### config.mk
export PLATFORM = sky130hd
export DESIGN_NAME = ptprtc_top
export DESIGN_NICKNAME = d
export VERILOG_FILES = /design/src/shared/ptprtc_pkg.sv /design/src/ptprtc_counter.sv /design/src/ptprtc_tick_gen.sv /design/src/ptprtc_top.sv
export VERILOG_INCLUDE_DIRS = /design/src /design/src/shared
export SDC_FILE = /design/constraint.sdc
export NUM_CORES = 1
export LEC_CHECK = 0
export BUFFER_PORTS_ARGS = -buffer_cell sky130_fd_sc_hd__buf_2
export CAP_MARGIN = 0
export CORE_MARGIN = 4
export CORE_UTILIZATION = 55
export DETAILED_ROUTE_END_ITERATION = 16
export HOLD_SLACK_MARGIN = 0.05
export PLACE_DENSITY = 0.72
export SLEW_MARGIN = 10
export SYNTH_ARGS = -nofsm -noshare
export SYNTH_HDL_FRONTEND = slang
export SYNTH_SLANG_ARGS = --single-unit
### constraint.sdc
create_clock -name clk -period 19.12 [get_ports clk]
set_input_delay 1.912 -clock clk [delete_from_list [all_inputs] [get_ports clk]]
set_output_delay 1.912 -clock clk [all_outputs]
set_load 0.02 [all_outputs]
### src/shared/ptprtc_regs.svh
// Register offsets, fields, reset values and timing counts of the precision-time clock.
`ifndef PTPRTC_REGS_SVH
`define PTPRTC_REGS_SVH

// Byte addresses of the registers.
`define PTPRTC_OFS_NS_OFFSET      16'h2800
`define PTPRTC_OFS_SEC_LO_OFFSET  16'h2808
`define PTPRTC_OFS_SEC_HI_OFFSET  16'h280c
`define PTPRTC_OFS_INCR_RATE      16'h2810
`define PTPRTC_OFS_NS_SNAP        16'h2814
`define PTPRTC_OFS_SEC_LO_SNAP    16'h2818
`define PTPRTC_OFS_SEC_HI_SNAP    16'h281c
`define PTPRTC_OFS_IRQ_CLEAR      16'h2820
`define PTPRTC_OFS_PHASE_ADJ      16'h2824
`define PTPRTC_OFS_PATH_RESET     16'h2828

// Field widths.
`define PTPRTC_INCR_W      26
`define PTPRTC_FRAC_W      20
`define PTPRTC_NS_W        30
`define PTPRTC_SEC_W       48
`define PTPRTC_SEC_HI_W    16
`define PTPRTC_STEP_W      7
`define PTPRTC_SWRST_W     4

// Bit positions in the write-only registers.
`define PTPRTC_IRQ_CLEAR_BIT   0
`define PTPRTC_RST_TX_BIT      0
`define PTPRTC_RST_RX_BIT      1
`define PTPRTC_RST_PTP_TX_BIT  2
`define PTPRTC_RST_PTP_RX_BIT  3

// Reset values.
`define PTPRTC_RST_INCR     26'h0000000
`define PTPRTC_RST_NS       30'h00000000
`define PTPRTC_RST_SEC      48'h000000000000

// Time constants.
`define PTPRTC_NS_PER_SEC      31'd1000000000
`define PTPRTC_TICK_PERIOD_NS  31'd125000
`define PTPRTC_TICK_HALF_NS    18'd62500
`define PTPRTC_CLK_MHZ         100
`define PTPRTC_SWRST_PULSE_NS  100
`define PTPRTC_SWRST_CYCLES    ((`PTPRTC_SWRST_PULSE_NS * `PTPRTC_CLK_MHZ + 999) / 1000)
`define PTPRTC_REDUCE_STEPS    4'd14

`endif

### src/shared/ptprtc_pkg.sv
// Types shared by the precision-time clock block.
package ptprtc_pkg;

    // Phase generator modes: folding a new start value, or running.
    typedef enum logic [0:0] {
        PTPRTC_TICK_RUN    = 1'b0,
        PTPRTC_TICK_REDUCE = 1'b1
    } ptprtc_tick_state_t;

endpackage : ptprtc_pkg

### src/ptprtc_counter.sv
// Nanoseconds and seconds counter with fine fractional increment and step load.
`timescale 1ns/1ps
`include "ptprtc_regs.svh"

module ptprtc_counter (
    input  wire logic                        clk,
    input  wire logic                        reset,
    input  wire logic [`PTPRTC_INCR_W-1:0]   incr_rate,
    input  wire logic                        load,
    input  wire logic [`PTPRTC_NS_W-1:0]     load_ns,
    input  wire logic [`PTPRTC_SEC_W-1:0]    load_sec,
    output logic      [`PTPRTC_NS_W-1:0]     ns,
    output logic      [`PTPRTC_SEC_W-1:0]    sec,
    output logic      [`PTPRTC_STEP_W-1:0]   ns_step
);

    logic [`PTPRTC_FRAC_W-1:0]                frac_reg;
    logic [`PTPRTC_NS_W+`PTPRTC_FRAC_W:0]     sum;
    logic [`PTPRTC_NS_W:0]                    ns_raw;
    logic [`PTPRTC_NS_W:0]                    ns_diff;

    // Fine-unit count plus one increment; a spare bit keeps the carry.
    assign sum     = {1'b0, ns, frac_reg} + {{(`PTPRTC_NS_W + 1 - 6){1'b0}}, incr_rate};
    assign ns_raw  = sum[`PTPRTC_NS_W+`PTPRTC_FRAC_W:`PTPRTC_FRAC_W];
    assign ns_diff = ns_raw - {1'b0, ns};
    // An increment is below 64 ns, so the advance always fits the step width.
    assign ns_step = load ? '0 : ns_diff[`PTPRTC_STEP_W-1:0];

    // Load beats counting so a step lands exactly on the written value.
    always_ff @(posedge clk) begin
        if (reset) begin
            ns       <= `PTPRTC_RST_NS;
            sec      <= `PTPRTC_RST_SEC;
            frac_reg <= '0;
        end else if (load) begin
            ns       <= load_ns;
            sec      <= load_sec;
            frac_reg <= '0;
        end else begin
            frac_reg <= sum[`PTPRTC_FRAC_W-1:0];
            if (ns_raw >= `PTPRTC_NS_PER_SEC) begin
                ns  <= 30'(ns_raw - `PTPRTC_NS_PER_SEC);
                sec <= sec + 48'h1;
            end else begin
                ns <= ns_raw[`PTPRTC_NS_W-1:0];
            end
        end
    end

endmodule : ptprtc_counter

### src/ptprtc_tick_gen.sv
// Derived 8 kHz timing signal with nanosecond phase adjustment.
`timescale 1ns/1ps
`include "ptprtc_regs.svh"

module ptprtc_tick_gen (
    input  wire logic                        clk,
    input  wire logic                        reset,
    input  wire logic                        load,
    input  wire logic [`PTPRTC_NS_W-1:0]     load_ns,
    input  wire logic [`PTPRTC_NS_W-1:0]     phase_ns,
    input  wire logic [`PTPRTC_STEP_W-1:0]   ns_step,
    output logic                             eight_khz_tick
);

    ptprtc_pkg::ptprtc_tick_state_t state_reg;
    logic [30:0]  rem_reg;
    logic [3:0]   shift_reg;
    logic [30:0]  rem_step;
    logic [30:0]  divisor;
    logic [17:0]  pos_reg;
    logic [17:0]  pos_sum;
    logic [17:0]  pos_next;

    assign divisor  = `PTPRTC_TICK_PERIOD_NS << shift_reg;
    assign rem_step = rem_reg + {24'h0, ns_step};
    assign pos_sum  = pos_reg + {11'h0, ns_step};
    assign pos_next = (pos_sum >= `PTPRTC_TICK_PERIOD_NS) ? 18'(pos_sum - `PTPRTC_TICK_PERIOD_NS) : pos_sum;

    // Restoring modulo over fifteen cycles avoids a wide divider; time keeps flowing.
    always_ff @(posedge clk) begin
        if (reset) begin
            state_reg <= ptprtc_pkg::PTPRTC_TICK_RUN;
            rem_reg   <= '0;
            shift_reg <= '0;
            pos_reg   <= '0;
        end else if (load) begin
            state_reg <= ptprtc_pkg::PTPRTC_TICK_REDUCE;
            rem_reg   <= {1'b0, load_ns} + {1'b0, phase_ns};
            shift_reg <= `PTPRTC_REDUCE_STEPS;
        end else begin
            case (state_reg)
                ptprtc_pkg::PTPRTC_TICK_REDUCE: begin
                    rem_reg <= (rem_step >= divisor) ? rem_step - divisor : rem_step;
                    if (shift_reg == 4'h0) begin
                        state_reg <= ptprtc_pkg::PTPRTC_TICK_RUN;
                        pos_reg   <= (rem_step >= divisor) ? 18'(rem_step - divisor) : rem_step[17:0];
                    end else begin
                        shift_reg <= shift_reg - 4'h1;
                    end
                end
                ptprtc_pkg::PTPRTC_TICK_RUN: begin
                    pos_reg <= pos_next;
                end
                default: begin
                    state_reg <= ptprtc_pkg::PTPRTC_TICK_RUN;
                end
            endcase
        end
    end

    // High in the first half period; it holds while a new phase is folded.
    always_ff @(posedge clk) begin
        if (reset) begin
            eight_khz_tick <= 1'b1;
        end else if (state_reg == ptprtc_pkg::PTPRTC_TICK_RUN && !load) begin
            eight_khz_tick <= (pos_next < `PTPRTC_TICK_HALF_NS);
        end
    end

endmodule : ptprtc_tick_gen

### src/ptprtc_top.sv
// Register file and glue of the precision-time clock block.
`timescale 1ns/1ps
`include "ptprtc_regs.svh"

////////////////////////////////////////////////////////////////////////////////////////////////////
// Functional notes
// - Each clock cycle adds the 26-bit increment, in 2^-20 ns units, to the counter.
// - Nanoseconds register reads the 30-bit count, upper two bits zero.
// - Reading nanoseconds captures the seconds so later seconds reads stay coherent.
// - Lower seconds register returns captured seconds bits 31 to 0.
// - Upper seconds register returns captured seconds bits 47 to 32, rest zero.
// - Timer interrupt rises periodically and stays high until software clears it.
// - Any write to the interrupt clear register drops the interrupt unless a timer period arrives in that cycle; reads give zero.
// - Phase value enters the tick generator when offsets load into the counter.
// - Tick is shifted by the phase in nanoseconds; half period inverts it.
// - Bit 0 write of one resets the whole transmit path, configuration kept.
// - Bit 1 write of one resets the whole receive path, configuration kept.
// - Bit 2 write of one resets only precision-time transmit logic.
// - Bit 3 write of one resets only precision-time receive logic.
// - Any combination of reset bits may be set at once; all read zero.
// - Nanoseconds and seconds offsets load together on a nanoseconds offset write.
module ptprtc_top #(
    parameter int TIMER_BIT    = 23,
    parameter int SWRST_CYCLES = `PTPRTC_SWRST_CYCLES
) (
    input  wire logic           clk,
    input  wire logic           reset,
    input  wire logic [15:0]    reg_addr,
    input  wire logic           reg_wr_en,
    input  wire logic           reg_rd_en,
    input  wire logic [31:0]    reg_wdata,
    output logic      [31:0]    reg_rdata,
    output logic                reg_rd_valid,
    output logic                timer_irq,
    output logic                eight_khz_tick,
    output logic                tx_path_reset,
    output logic                rx_path_reset,
    output logic                ptp_tx_reset,
    output logic                ptp_rx_reset
);

    ////////////////////////////////////////////////////////////////////////////////////////////////
    // Declarations.

    logic [`PTPRTC_INCR_W-1:0]    incr_rate_reg;
    logic [`PTPRTC_NS_W-1:0]      ns_offset_reg;
    logic [31:0]                  sec_lo_offset_reg;
    logic [`PTPRTC_SEC_HI_W-1:0]  sec_hi_offset_reg;
    logic [`PTPRTC_NS_W-1:0]      phase_adj_reg;
    logic [`PTPRTC_SEC_W-1:0]     sec_snap_reg;
    logic                         offset_load_reg;
    logic [`PTPRTC_NS_W-1:0]      ns_now;
    logic [`PTPRTC_SEC_W-1:0]     sec_now;
    logic [`PTPRTC_STEP_W-1:0]    ns_step;
    logic                         timer_bit_reg;
    logic                         timer_event;
    logic                         irq_clear;
    logic                         wr_ns_offset;
    logic                         wr_sec_lo_offset;
    logic                         wr_sec_hi_offset;
    logic                         wr_incr;
    logic                         wr_phase;
    logic                         wr_path_reset;
    logic                         rd_ns_snap;
    logic [31:0]                  rdata_next;
    logic [`PTPRTC_SWRST_W-1:0]   swrst_active;

    ////////////////////////////////////////////////////////////////////////////////////////////////
    // Address decode of the register port.

    // A write to a read-only address is simply dropped.
    assign wr_ns_offset     = reg_wr_en && (reg_addr == `PTPRTC_OFS_NS_OFFSET);
    assign wr_sec_lo_offset = reg_wr_en && (reg_addr == `PTPRTC_OFS_SEC_LO_OFFSET);
    assign wr_sec_hi_offset = reg_wr_en && (reg_addr == `PTPRTC_OFS_SEC_HI_OFFSET);
    assign wr_incr          = reg_wr_en && (reg_addr == `PTPRTC_OFS_INCR_RATE);
    assign wr_phase         = reg_wr_en && (reg_addr == `PTPRTC_OFS_PHASE_ADJ);
    assign wr_path_reset    = reg_wr_en && (reg_addr == `PTPRTC_OFS_PATH_RESET);
    assign irq_clear        = reg_wr_en && (reg_addr == `PTPRTC_OFS_IRQ_CLEAR);
    assign rd_ns_snap       = reg_rd_en && (reg_addr == `PTPRTC_OFS_NS_SNAP);

    ////////////////////////////////////////////////////////////////////////////////////////////////
    // Writable configuration registers.

    // Software retunes the increment to follow a remote master.
    always_ff @(posedge clk) begin
        if (reset) begin
            incr_rate_reg <= `PTPRTC_RST_INCR;
        end else if (wr_incr) begin
            incr_rate_reg <= reg_wdata[`PTPRTC_INCR_W-1:0];
        end
    end

    // Offset staging; only the nanoseconds write commits them.
    always_ff @(posedge clk) begin
        if (reset) begin
            ns_offset_reg     <= `PTPRTC_RST_NS;
            sec_lo_offset_reg <= 32'h00000000;
            sec_hi_offset_reg <= 16'h0000;
        end else begin
            if (wr_ns_offset) begin
                ns_offset_reg <= reg_wdata[`PTPRTC_NS_W-1:0];
            end
            if (wr_sec_lo_offset) begin
                sec_lo_offset_reg <= reg_wdata;
            end
            if (wr_sec_hi_offset) begin
                sec_hi_offset_reg <= reg_wdata[`PTPRTC_SEC_HI_W-1:0];
            end
        end
    end

    // Phase staging; it acts only at the next offset commit.
    always_ff @(posedge clk) begin
        if (reset) begin
            phase_adj_reg <= `PTPRTC_RST_NS;
        end else if (wr_phase) begin
            phase_adj_reg <= reg_wdata[`PTPRTC_NS_W-1:0];
        end
    end

    // Commit a cycle after the write, once the new value is staged.
    always_ff @(posedge clk) begin
        if (reset) begin
            offset_load_reg <= 1'b0;
        end else begin
            offset_load_reg <= wr_ns_offset;
        end
    end

    ////////////////////////////////////////////////////////////////////////////////////////////////
    // Counter and derived timing signal.

    ptprtc_counter u_counter (
        .clk       (clk),
        .reset     (reset),
        .incr_rate (incr_rate_reg),
        .load      (offset_load_reg),
        .load_ns   (ns_offset_reg),
        .load_sec  ({sec_hi_offset_reg, sec_lo_offset_reg}),
        .ns        (ns_now),
        .sec       (sec_now),
        .ns_step   (ns_step)
    );

    // The generator takes phase and offset on the counter's load strobe.
    ptprtc_tick_gen u_tick_gen (
        .clk            (clk),
        .reset          (reset),
        .load           (offset_load_reg),
        .load_ns        (ns_offset_reg),
        .phase_ns       (phase_adj_reg),
        .ns_step        (ns_step),
        .eight_khz_tick (eight_khz_tick)
    );

    ////////////////////////////////////////////////////////////////////////////////////////////////
    // Coherent snapshot of the seconds field.

    // Seconds freeze on the nanoseconds read so later seconds reads cannot tear.
    always_ff @(posedge clk) begin
        if (reset) begin
            sec_snap_reg <= `PTPRTC_RST_SEC;
        end else if (rd_ns_snap) begin
            sec_snap_reg <= sec_now;
        end
    end

    ////////////////////////////////////////////////////////////////////////////////////////////////
    // Periodic timer interrupt.

    // Each change of the chosen nanoseconds bit is a timer period; a step load may add one.
    always_ff @(posedge clk) begin
        if (reset) begin
            timer_bit_reg <= 1'b0;
        end else begin
            timer_bit_reg <= ns_now[TIMER_BIT];
        end
    end

    assign timer_event = (ns_now[TIMER_BIT] != timer_bit_reg);

    // A period arriving with the clear keeps the line high; no tick is lost.
    always_ff @(posedge clk) begin
        if (reset) begin
            timer_irq <= 1'b0;
        end else if (timer_event) begin
            timer_irq <= 1'b1;
        end else if (irq_clear) begin
            timer_irq <= 1'b0;
        end
    end

    ////////////////////////////////////////////////////////////////////////////////////////////////
    // Software path resets.

    // One pulse stretcher per request bit; bits of one write start together.
    generate
        for (genvar i = 0; i < `PTPRTC_SWRST_W; i++) begin : g_swrst
            logic [7:0] count_reg;
            always_ff @(posedge clk) begin
                if (reset) begin
                    count_reg <= 8'h00;
                end else if (wr_path_reset && reg_wdata[i]) begin
                    count_reg <= 8'(SWRST_CYCLES);
                end else if (count_reg != 8'h00) begin
                    count_reg <= count_reg - 8'h01;
                end
            end
            assign swrst_active[i] = (count_reg != 8'h00);
        end
    endgenerate

    // Full path resets also cover the precision-time subset; register settings stay.
    always_ff @(posedge clk) begin
        if (reset) begin
            tx_path_reset <= 1'b0;
            rx_path_reset <= 1'b0;
            ptp_tx_reset  <= 1'b0;
            ptp_rx_reset  <= 1'b0;
        end else begin
            tx_path_reset <= swrst_active[`PTPRTC_RST_TX_BIT];
            rx_path_reset <= swrst_active[`PTPRTC_RST_RX_BIT];
            ptp_tx_reset  <= swrst_active[`PTPRTC_RST_PTP_TX_BIT] | swrst_active[`PTPRTC_RST_TX_BIT];
            ptp_rx_reset  <= swrst_active[`PTPRTC_RST_PTP_RX_BIT] | swrst_active[`PTPRTC_RST_RX_BIT];
        end
    end

    ////////////////////////////////////////////////////////////////////////////////////////////////
    // Read path.

    // Unused bits, write-only and unmapped addresses read as zero.
    always_comb begin
        rdata_next = 32'h00000000;
        case (reg_addr)
            `PTPRTC_OFS_NS_OFFSET:     rdata_next = {2'b00, ns_offset_reg};
            `PTPRTC_OFS_SEC_LO_OFFSET: rdata_next = sec_lo_offset_reg;
            `PTPRTC_OFS_SEC_HI_OFFSET: rdata_next = {16'h0000, sec_hi_offset_reg};
            `PTPRTC_OFS_INCR_RATE:     rdata_next = {6'h00, incr_rate_reg};
            `PTPRTC_OFS_NS_SNAP:       rdata_next = {2'b00, ns_now};
            `PTPRTC_OFS_SEC_LO_SNAP:   rdata_next = sec_snap_reg[31:0];
            `PTPRTC_OFS_SEC_HI_SNAP:   rdata_next = {16'h0000, sec_snap_reg[47:32]};
            `PTPRTC_OFS_IRQ_CLEAR:     rdata_next = 32'h00000000;
            `PTPRTC_OFS_PHASE_ADJ:     rdata_next = {2'b00, phase_adj_reg};
            `PTPRTC_OFS_PATH_RESET:    rdata_next = 32'h00000000;
            default:                   rdata_next = 32'h00000000;
        endcase
    end

    // Read data is valid one cycle after the strobe and holds until the next read.
    always_ff @(posedge clk) begin
        if (reset) begin
            reg_rdata    <= 32'h00000000;
            reg_rd_valid <= 1'b0;
        end else begin
            reg_rd_valid <= reg_rd_en;
            if (reg_rd_en) begin
                reg_rdata <= rdata_next;
            end
        end
    end

endmodule : ptprtc_top

* Word-level counts from Yosys, hierarchy flattened
Index checks and enable logic that the tools add are counted.
** Cells by class
- Add/sub/neg operators :: 14
- Magnitude comparators :: 4
- Equal/unequal tests :: 13
- Shift-type cells :: 1
- Mux-type cells :: 29
- Bitwise gates (word level) :: 5
- Reduce and logical (&&, ||, !) cells :: 34
** Operator list (count)
- case mux 32 bit (8 select lines) :: 1
- == test 16 x 14 -> 1 bit, second input constant :: 10
- 2-to-1 mux 48 bit :: 2
- 2-to-1 mux 31 bit :: 3
- 2-to-1 mux 30 bit :: 2
- 2-to-1 mux 18 bit :: 3
- adder 50 x 26 -> 51 bit :: 1
- adder 48 x 1 -> 48 bit, second input constant :: 1
- 2-to-1 mux 4 bit :: 11
- case mux 18 bit (2 select lines) :: 1
- nonzero test 8 bit :: 4
- subtractor 8 x 1 -> 8 bit, second input constant :: 4
- adder 30 x 30 -> 31 bit :: 1
- adder 31 x 7 -> 31 bit :: 1
- >= comparator 31 x 30 -> 1 bit, second input constant :: 1
- >= comparator 31 bit :: 1
- left shift 17 x 4 -> 31 bit, first input constant :: 1
- subtractor 31 bit :: 1
- subtractor 30 bit, second input constant :: 1
- adder 18 x 7 -> 18 bit :: 1
- >= comparator 18 x 17 -> 1 bit, second input constant :: 1
- less-than comparator 18 x 16 -> 1 bit, second input constant :: 1
- subtractor 18 x 17 -> 18 bit, second input constant :: 1
- nonzero test 2 bit :: 7
- other kinds (13) :: 39
** Word-level totals
- Bits in registers :: 407
- Input port bits :: 52
- Output and inout port bits :: 39
- Word-level logic and storage cells :: 132

* Longest topological paths before layout
Gate-level depths: netlist of run 1.
- Depth in word-level cells :: 8
- Mapped depth :: 40
- Gate-level depth less buffers :: 38

* By module
A second synthesis of run 1 with hierarchy kept.
** Second synthesis, totals
- Cells, all modules :: 3328
- Area total of the unflattened synthesis :: 26236.4 µm²
** Modules (own cells, without submodules)
- ptprtc_top :: times used 1, cells each 1274, area each 10830.4 µm²
- ptprtc_tick_gen :: times used 1, cells each 1083, area each 8059.0 µm²
- ptprtc_counter :: times used 1, cells each 971, area each 7347.0 µm²

* Least setup slack after synthesis of run 1
OpenSTA, ideal clock, no wires.
- Path type :: register to register
- Start point :: reg incr_rate_reg[0]
- End point :: reg u_tick_gen.rem_reg[19]
- Setup time :: 0.070 ns
- Arrival time :: 7.794 ns
- Required time :: 19.050 ns
- Path slack :: 11.257 ns
- Cell stages (with the launch flop) :: 38
- Path buffers :: 2
- Path through :: dfxtp_1 ha_1 fa_1 a21oi_1 o22ai_1 o31ai_4 o21ai_2 a21o_1 a21o_1 xnor2_1 ha_1 fa_1 nor2_1 ha_1 a21o_1 a21oi_1 o21bai_1 a21oi_1 (+2 left out) nand2b_1 nor4_1 xor2_1 ha_1 o21a_1 o221ai_1 nand2b_1 nand2_1 a2111oi_0 o41ai_1 a211o_1 a21boi_0 or2_2 clkbuf_1 clkbuf_1 o21ai_0 a221o_1 a21oi_1
** On the way
- Cells in the longest elaborated chain, start to end :: 8
- Elaborated cells between the ends (all ways) :: 9
** RTL lines
- start: declaration :: line ptprtc_top.sv:45 : logic [`PTPRTC_INCR_W-1:0] incr_rate_reg;
- start signal: assignment :: line ptprtc_top.sv:87 : incr_rate_reg <= `PTPRTC_RST_INCR;
- start signal: assignment :: line ptprtc_top.sv:89 : incr_rate_reg <= reg_wdata[`PTPRTC_INCR_W-1:0];
- adder 50 x 26 -> 51 bit (*) :: line ptprtc_counter.sv:23 : assign sum = {1'b0, ns, frac_reg} + {{(`PTPRTC_NS_W + 1 - 6){1'b0}}, incr_rate};
- subtractor 7 bit (*) :: line ptprtc_counter.sv:25 : assign ns_diff = ns_raw - {1'b0, ns};
- 2-to-1 mux 7 bit (*) :: line ptprtc_counter.sv:27 : assign ns_step = load ? '0 : ns_diff[`PTPRTC_STEP_W-1:0];
- adder 31 x 7 -> 31 bit (*) :: line ptprtc_tick_gen.sv:25 : assign rem_step = rem_reg + {24'h0, ns_step};
- subtractor 31 bit or >= comparator 31 bit (tied branches) :: line ptprtc_tick_gen.sv:43 : rem_reg <= (rem_step >= divisor) ? rem_step - divisor : rem_step;
- 2-to-1 mux 31 bit (*) :: line ptprtc_tick_gen.sv:43
- 2-to-1 mux 31 bit (*) :: line ptprtc_tick_gen.sv:41 : case (state_reg)
- 2-to-1 mux 31 bit (*) :: line ptprtc_tick_gen.sv:36 : end else if (load) begin
- end signal: assignment :: line ptprtc_tick_gen.sv:38 : rem_reg <= {1'b0, load_ns} + {1'b0, phase_ns};
- end signal: assignment :: line ptprtc_tick_gen.sv:43
- end: declaration :: line ptprtc_tick_gen.sv:16 : logic [30:0] rem_reg;
Every way passes the cells marked *; elsewhere a longest branch is shown, timed or not. The select of a mux whose other input is x is not followed.
A chain may end at the register's enable or synchronous reset.

* Worst setup path after layout of run 1
- Start point :: reg incr_rate_reg[0]
- End point :: reg u_tick_gen.pos_reg[4]
** On the way
- Cells in the longest elaborated chain, start to end :: 8
- Elaborated cells between the ends (all ways) :: 13
** RTL lines
- adder 50 x 26 -> 51 bit (*) :: line ptprtc_counter.sv:23
- subtractor 7 bit (*) :: line ptprtc_counter.sv:25
- 2-to-1 mux 7 bit (*) :: line ptprtc_counter.sv:27
- adder 31 x 7 -> 31 bit :: line ptprtc_tick_gen.sv:25
- subtractor 31 bit or >= comparator 31 bit (tied branches)
- 2-to-1 mux 18 bit :: line ptprtc_tick_gen.sv:46 : pos_reg <= (rem_step >= divisor) ? 18'(rem_step - divisor) : rem_step[17:0];
- 2-to-1 mux 18 bit :: line ptprtc_tick_gen.sv:44 : if (shift_reg == 4'h0) begin
- case mux 18 bit (2 select lines) (*) :: line ptprtc_tick_gen.sv:41
- end signal: assignment :: line ptprtc_tick_gen.sv:46
- end signal: assignment :: line ptprtc_tick_gen.sv:52 : pos_reg <= pos_next;
- end: declaration :: line ptprtc_tick_gen.sv:20 : logic [17:0] pos_reg;
Marks and branches as above.

==> impl_metrics.ini, run 1 <==
[global_routing]
gr-usage-all-layers_pct = 33.9
grt_max_degree = 101
grt_pass1_vias = 22430
grt_pass1_wl_mm = 129
grt.overflow.total = 0
antenna_found_initial = 1

[sta]
fin_tns_setup_ps = 0
max-slew-margin-rel_pct = 19.0
final_hold_viol_count = 0
setup_viol = 0
fin_crit_sh_pct = 49.6
final.setup.worst_slack_ps = 9630
drv_slew = 0
finalCriticalPeriod_ps = 9490
max_freq_mhz = 105
grt_setup_unrepaired = false
timing.hold.ws_ps = 456
clock_skew_ps = 37.5
worst_slew_pin_slew_ps = 1220

[finish]
fillers = 3969
antenna_cells = 0
drive_above_1_share_pct = 8.61
nNetsFinal = 3347
final_common_cell = nand2_1
most-common-layout-cells = nand2_1 (578), dfxtp_1 (405), a21oi_1 (365), nor2_1 (279), xnor2_1 (156)
finish.instance_area_um2 = 26900
fin_util_pct = 60.8
synthToLayoutAreaGrowth_pct = 9.27

[power_and_ir_drop]
power_density_nw_per_um2 = 74.9
ir_drop_v = 0.0000815
leakagePower_nw = 9.80

[setup_path]
worstPathArrival_ps = 10000
critPathCaptureType = flip-flop
crit_required_ps = 19630
crit_slowest_cell = a2111oi_0
cpPeakStageDelay_ps = 660
worstPathMaxFanout = 38
worstSetupStartpointType = flip-flop
crit_type = reg -> reg

[yosys]
synth_area_um2 = 24600
syn-num-nets = 3366
synth.distinct_cells = 95
syn_avg_cell_area_um2 = 7.71
async_flop_share_pct = 0
syn_inst = 3191
ys_seq_area_share_pct = 33.1
ys_ff_latch = 407
ys.flop_type = dfxtp_1
yosys_warnings = 0
synth-edff-count = 0

[flow_run]
drv_cap = 0

[drt]
drt_wl_total_mm = 84.4
wire_per_inst_um = 22.2
dr.pass1.iters = 6
num_vias = 24080
drc = 0
avgViaCountPerCell = 6.34
ant_nets = 0
detail_route.iter0.violations = 2849

[floorplan]
rows = 77
core_area_um2 = 44200
ios = 91
die_w_um = 220
start_util_pct = 55.6
fp.dieArea_um2 = 48200
die_h_um = 220

[placed_design]
finalWeightedCongestion = 0.953
place_ws_ps = 9740
io_buffers = 90
placed_area_um2 = 25300
dpl.hpwl_mm = 60.5

[cts]
numCtsBuffers = 47
cts_tree = yes
cts_max_level = 2
ctsHoldBuffers = 0
cts_buffer_depth = 3
cts_resized = 0
cts_setup_buffers = 0
clock_latency_ps = 620
clock-sinks = 407
path_clk_slew_ps = 60
root_buffer = clkbuf_16

[run_status]
status = completed

[worst_hold_path]
hp-class = reg -> reg
cell usage after synthesis (37+ instances only):
library cell	instances	share of area, %
nand2_1	578	8.8
dfxtp_1	407	33
a21oi_1	366	7.4
nor2_1	287	4.4
xnor2_1	156	5.6
clkbuf_1	151	2.3
ha_1	118	6.0
o21ai_0	111	2.3
a211oi_1	82	2.5
xor2_1	79	2.8
a22oi_1	72	2.2
inv_1	68	1.0
nor3_1	64	1.3
nand3_1	60	1.2
a31oi_1	41	1.0
a21o_1	37	1.1
report_power, final:
group	switching, W	internal, W	total [W]
logic	0.000111	0.0000848	0.000196
clock network	0.000388	0.000521	0.000909
registers	0.0000255	0.000882	0.000907
total	0.000525	0.00149	0.00201
through the flow:
stage	power (W)	instances
after CTS	0.00202	3797
after global routing	0.00209	3797
after floorplan	0.00107	3191
after global placement	0.00110	3715
final	0.00201	3797
after detailed placement	0.00112	3715
worst paths after layout:
check	from	to	slack (ps)	cells after the start
setup / recovery	incr_rate_reg[0]	u_tick_gen.pos_reg[4]	9630	37
hold / removal	sec_snap_reg[8]	sec_snap_reg[8]	460	2
setup reg to reg	incr_rate_reg[0]	u_tick_gen.pos_reg[4]	9630	37
hold reg to reg	sec_snap_reg[8]	sec_snap_reg[8]	460	2
critical path: cells and delay by family (launching register included):
kind,cells,cell delay [ps]
AO/OA/AOI/OAI,19,4910
adder cells (fa/ha/maj),6,1950
flip-flops,1,330
XOR/XNOR,2,370
buffers and inverters,1,270
AND/OR/NAND/NOR,9,1540
per-layer routing:
layer	vias to the layer above	wire [µm]	part of all wire, %	GRT usage (%)
met5	-	13	0.015	0
met4	2	3180	3.8	12.1
met3	181	7480	8.9	5.49
met2	1099	38600	46	54.8
met1	11509	35200	42	46.0
li1	11289	-	-	-
area by class of cell:
type	instances	area, µm²	share of cell area (%)
repair buffers	119	678	2.52
inverters	69	260	0.968
clock buffers	66	1340	4.98
multi-input cells	2528	15500	57.6
flip-flops and latches	407	8150	30.3
well taps	592	741	2.76
clock inverters	16	228	0.847
cells by family (layout without fill, tap and decap cells):
group / after synthesis / in the layout / share of synthesized area (%)
xor+xnor: 235 / 235 / 8.37
simple gates: 1211 / 1211 / 21.8
compound gates: 941 / 941 / 25.3
fa+ha+maj: 123 / 123 / 6.41
buf+inv: 256 / 270 / 4.18
mux: 18 / 18 / 0.778
flops: 407 / 407 / 33.1
Power figures use the tool's default switching activity.
==> run 2, diff against run 1 <==
--- a/config.mk
+++ b/config.mk
@@ -6,13 +6,14 @@
 export SDC_FILE = /design/constraint.sdc
 export NUM_CORES = 1
 export LEC_CHECK = 0
+export ABC_AREA = 1
 export BUFFER_PORTS_ARGS = -buffer_cell sky130_fd_sc_hd__buf_2
 export CAP_MARGIN = 0
 export CORE_MARGIN = 4
 export CORE_UTILIZATION = 55
 export DETAILED_ROUTE_END_ITERATION = 16
 export HOLD_SLACK_MARGIN = 0.05
-export PLACE_DENSITY = 0.72
+export PLACE_DENSITY = 0.75
 export SLEW_MARGIN = 10
 export SYNTH_ARGS = -nofsm -noshare
 export SYNTH_HDL_FRONTEND = slang
==> constraint.sdc (replaced) <==
create_clock -name clk -period 7.81 [get_ports clk]
set_input_delay 0.781 -clock clk [delete_from_list [all_inputs] [get_ports clk]]
set_output_delay 0.781 -clock clk [all_outputs]
set_load 0.02 [all_outputs]
==> impl_metrics.ini, run 2 <==
[run_status]
status = completed

[setup_path]
worstPathMaxFanout = 18
crit_type = reg -> reg
cpMostUsedCell = nand2_1
crit_required_ps = 8270
critPathCaptureType = flip-flop
cpPeakStageDelay_ps = 420
path_buf_inv = 5
crit_slowest_cell = fa_1
worstPathArrival_ps = 7680
worstSetupStartpointType = flip-flop
path_delay_family = simple AND/OR/NAND/NOR gates

[sta]
finalCriticalPeriod_ps = 7220
max_freq_mhz = 139
timing.hold.ws_ps = 462
setup_viol = 0
fin_crit_sh_pct = 92.4
clock_skew_ps = 38.3
final_hold_viol_count = 0
worst_slew_pin_slew_ps = 1190
max-slew-margin-rel_pct = 20.4
drv_slew = 0

[global_routing]
grt_pass1_vias = 27229
grt_max_degree = 97
gr-usage-all-layers_pct = 35.4
grt.overflow.total = 0
grt_pass1_wl_mm = 152
antenna_found_initial = 5

[power_and_ir_drop]
leakagePower_nw = 13.4
power_density_nw_per_um2 = 165
ir_drop_v = 0.000152

[floorplan]
ios = 91
die_w_um = 231
die_h_um = 231
start_util_pct = 55.8
fp.dieArea_um2 = 53500
core_area_um2 = 49200
rows = 81

[cts]
root_buffer = clkbuf_16
cts_tree = yes
cts_max_level = 2
path_clk_slew_ps = 60
clock-sinks = 407
clock_latency_ps = 610
cts_buffer_depth = 3
numCtsBuffers = 47

[finish]
nNetsFinal = 4465
final_common_cell = nand2_1
synthToLayoutAreaGrowth_pct = 9.80
drive_above_1_share_pct = 7.97
fin_util_pct = 61.2
most-common-layout-cells = nand2_1 (976), inv_1 (610), nor2_1 (423), dfxtp_1 (406), a21oi_1 (297)

[yosys]
yosys_warnings = 0
yosysTopAreaCell = dfxtp_1
synth_area_leaders = dfxtp_1 (30%), nand2_1 (13%), inv_1 (8.4%)
synth.distinct_cells = 57
yosys-top-cells-count = nand2_1 (984), inv_1 (612), nor2_1 (428)
synth_area_um2 = 27400
ys_seq_area_share_pct = 29.7
synth_top_area_share_pct = 29.7
synth_most_common_cell = nand2_1
syn_avg_cell_area_um2 = 6.41
ys_ff_latch = 407
ys.flop_type = dfxtp_1
syn-num-nets = 4449
async_flop_share_pct = 0
synth-edff-count = 0
syn_inst = 4274

[drt]
top_layer = met5
wire_per_inst_um = 19.5
ant_nets = 0
detail_route.iter0.violations = 3094
avgViaCountPerCell = 5.84
wl_met2_mm = 42.2
num_vias = 29175
drc = 0
drt-met1-wl_mm = 40.5
drt_wl_total_mm = 97.5
met3_length_mm = 10.4
dr.pass1.iters = 6

[placed_design]
io_buffers = 90
finalWeightedCongestion = 1.03
dpl.hpwl_mm = 72.8

[flow_run]
drv_cap = 0

[worst_hold_path]
hp-class = reg -> reg
## run 2: cell types whose count changed after synthesis, moves of 40 or more
cell      before  now
xnor2_1      156   39
a22oi_1       72    4
nor2_1       287  428
o22ai_1       22   96
nand3_1       60  261
nand4_1       19   61
o21ai_0      111  240
a21oi_1      366  300
nand2_1      578  984
inv_1         68  612
a211oi_1      82  122
## run 2: what timing repair did
item / CTS / global route
resized for setup: 0 / 33
buffers inserted: 0 / 2
setup endpoints to repair: 0 / 43
hold buffers: 0 / 0
## run 2: cell families (layout without fill, tap and decap cells)
family	count (synthesis)	after routing	synth area share [%]
fa+ha+maj	123	123	5.75
simple gates	1909	1909	29.7
compound gates	903	903	19.4
mux	2	2	0.0730
xor+xnor	129	129	4.12
other cells	0	5	0
flops	407	407	29.7
buf+inv	801	854	11.2
## run 2: power breakdown
part           total, W  internal [W]  switching (W)
Clock           0.00227       0.00130       0.000968
Combinational  0.000490      0.000178       0.000312
Sequential      0.00220       0.00215      0.0000496
## run 2: layout make-up
class | count | area, µm²
Clock inverter | 20 | 184
Antenna cell | 5 | 12.5
Inverter | 635 | 2390
Sequential cell | 407 | 8150
Fill cell | 4769 | 19100
Timing Repair Buffer | 133 | 783
Tap cell | 664 | 831
Multi-Input combinational cell | 3066 | 16300
Clock buffer | 66 | 1410
## run 2: final timing paths
kind,start,endpoint,slack [ps],cells past startpoint
max,incr_rate_reg[0],u_tick_gen.pos_reg[10],590,43
min,g_swrst[0].count_reg[0],g_swrst[0].count_reg[0],460,2
max reg2reg,incr_rate_reg[0],u_tick_gen.pos_reg[10],590,43
min reg2reg,g_swrst[0].count_reg[0],g_swrst[0].count_reg[0],460,2
## run 2: stage by stage
| step | cells | setup slack [ps] | setup TNS, ps | total power (W) | instance area, µm² |
|---|---|---|---|---|---|
| floorplan | 4274 | 1250 | 0 | 0.00261 | 27400 |
| global placement | 4903 | 319 | 0 | 0.00272 | 28300 |
| detailed placement | 4903 | 100 | 0 | 0.00273 | 28300 |
| CTS | 4989 | 68.4 | 0 | 0.00497 | 29900 |
| global route | 4991 | -84.9 | -156 | 0.00513 | 30100 |
| finish | 4996 | 590 | 0 | 0.00496 | 30100 |
## run 2: routing by layer
layer	global-route usage [%]	vias up
met2	55.5	1462
met1	47.6	13291
li1	-	14158
met5	0	-
met4	14.4	4
met3	7.40	260
## run 2: worst min-delay path, delay by kind of cell (launching register included)
kind / cells / cell delay (ps)
DFF: 1 / 300
and+or+nand+nor: 1 / 60
AOI/OAI and AO/OA: 1 / 50
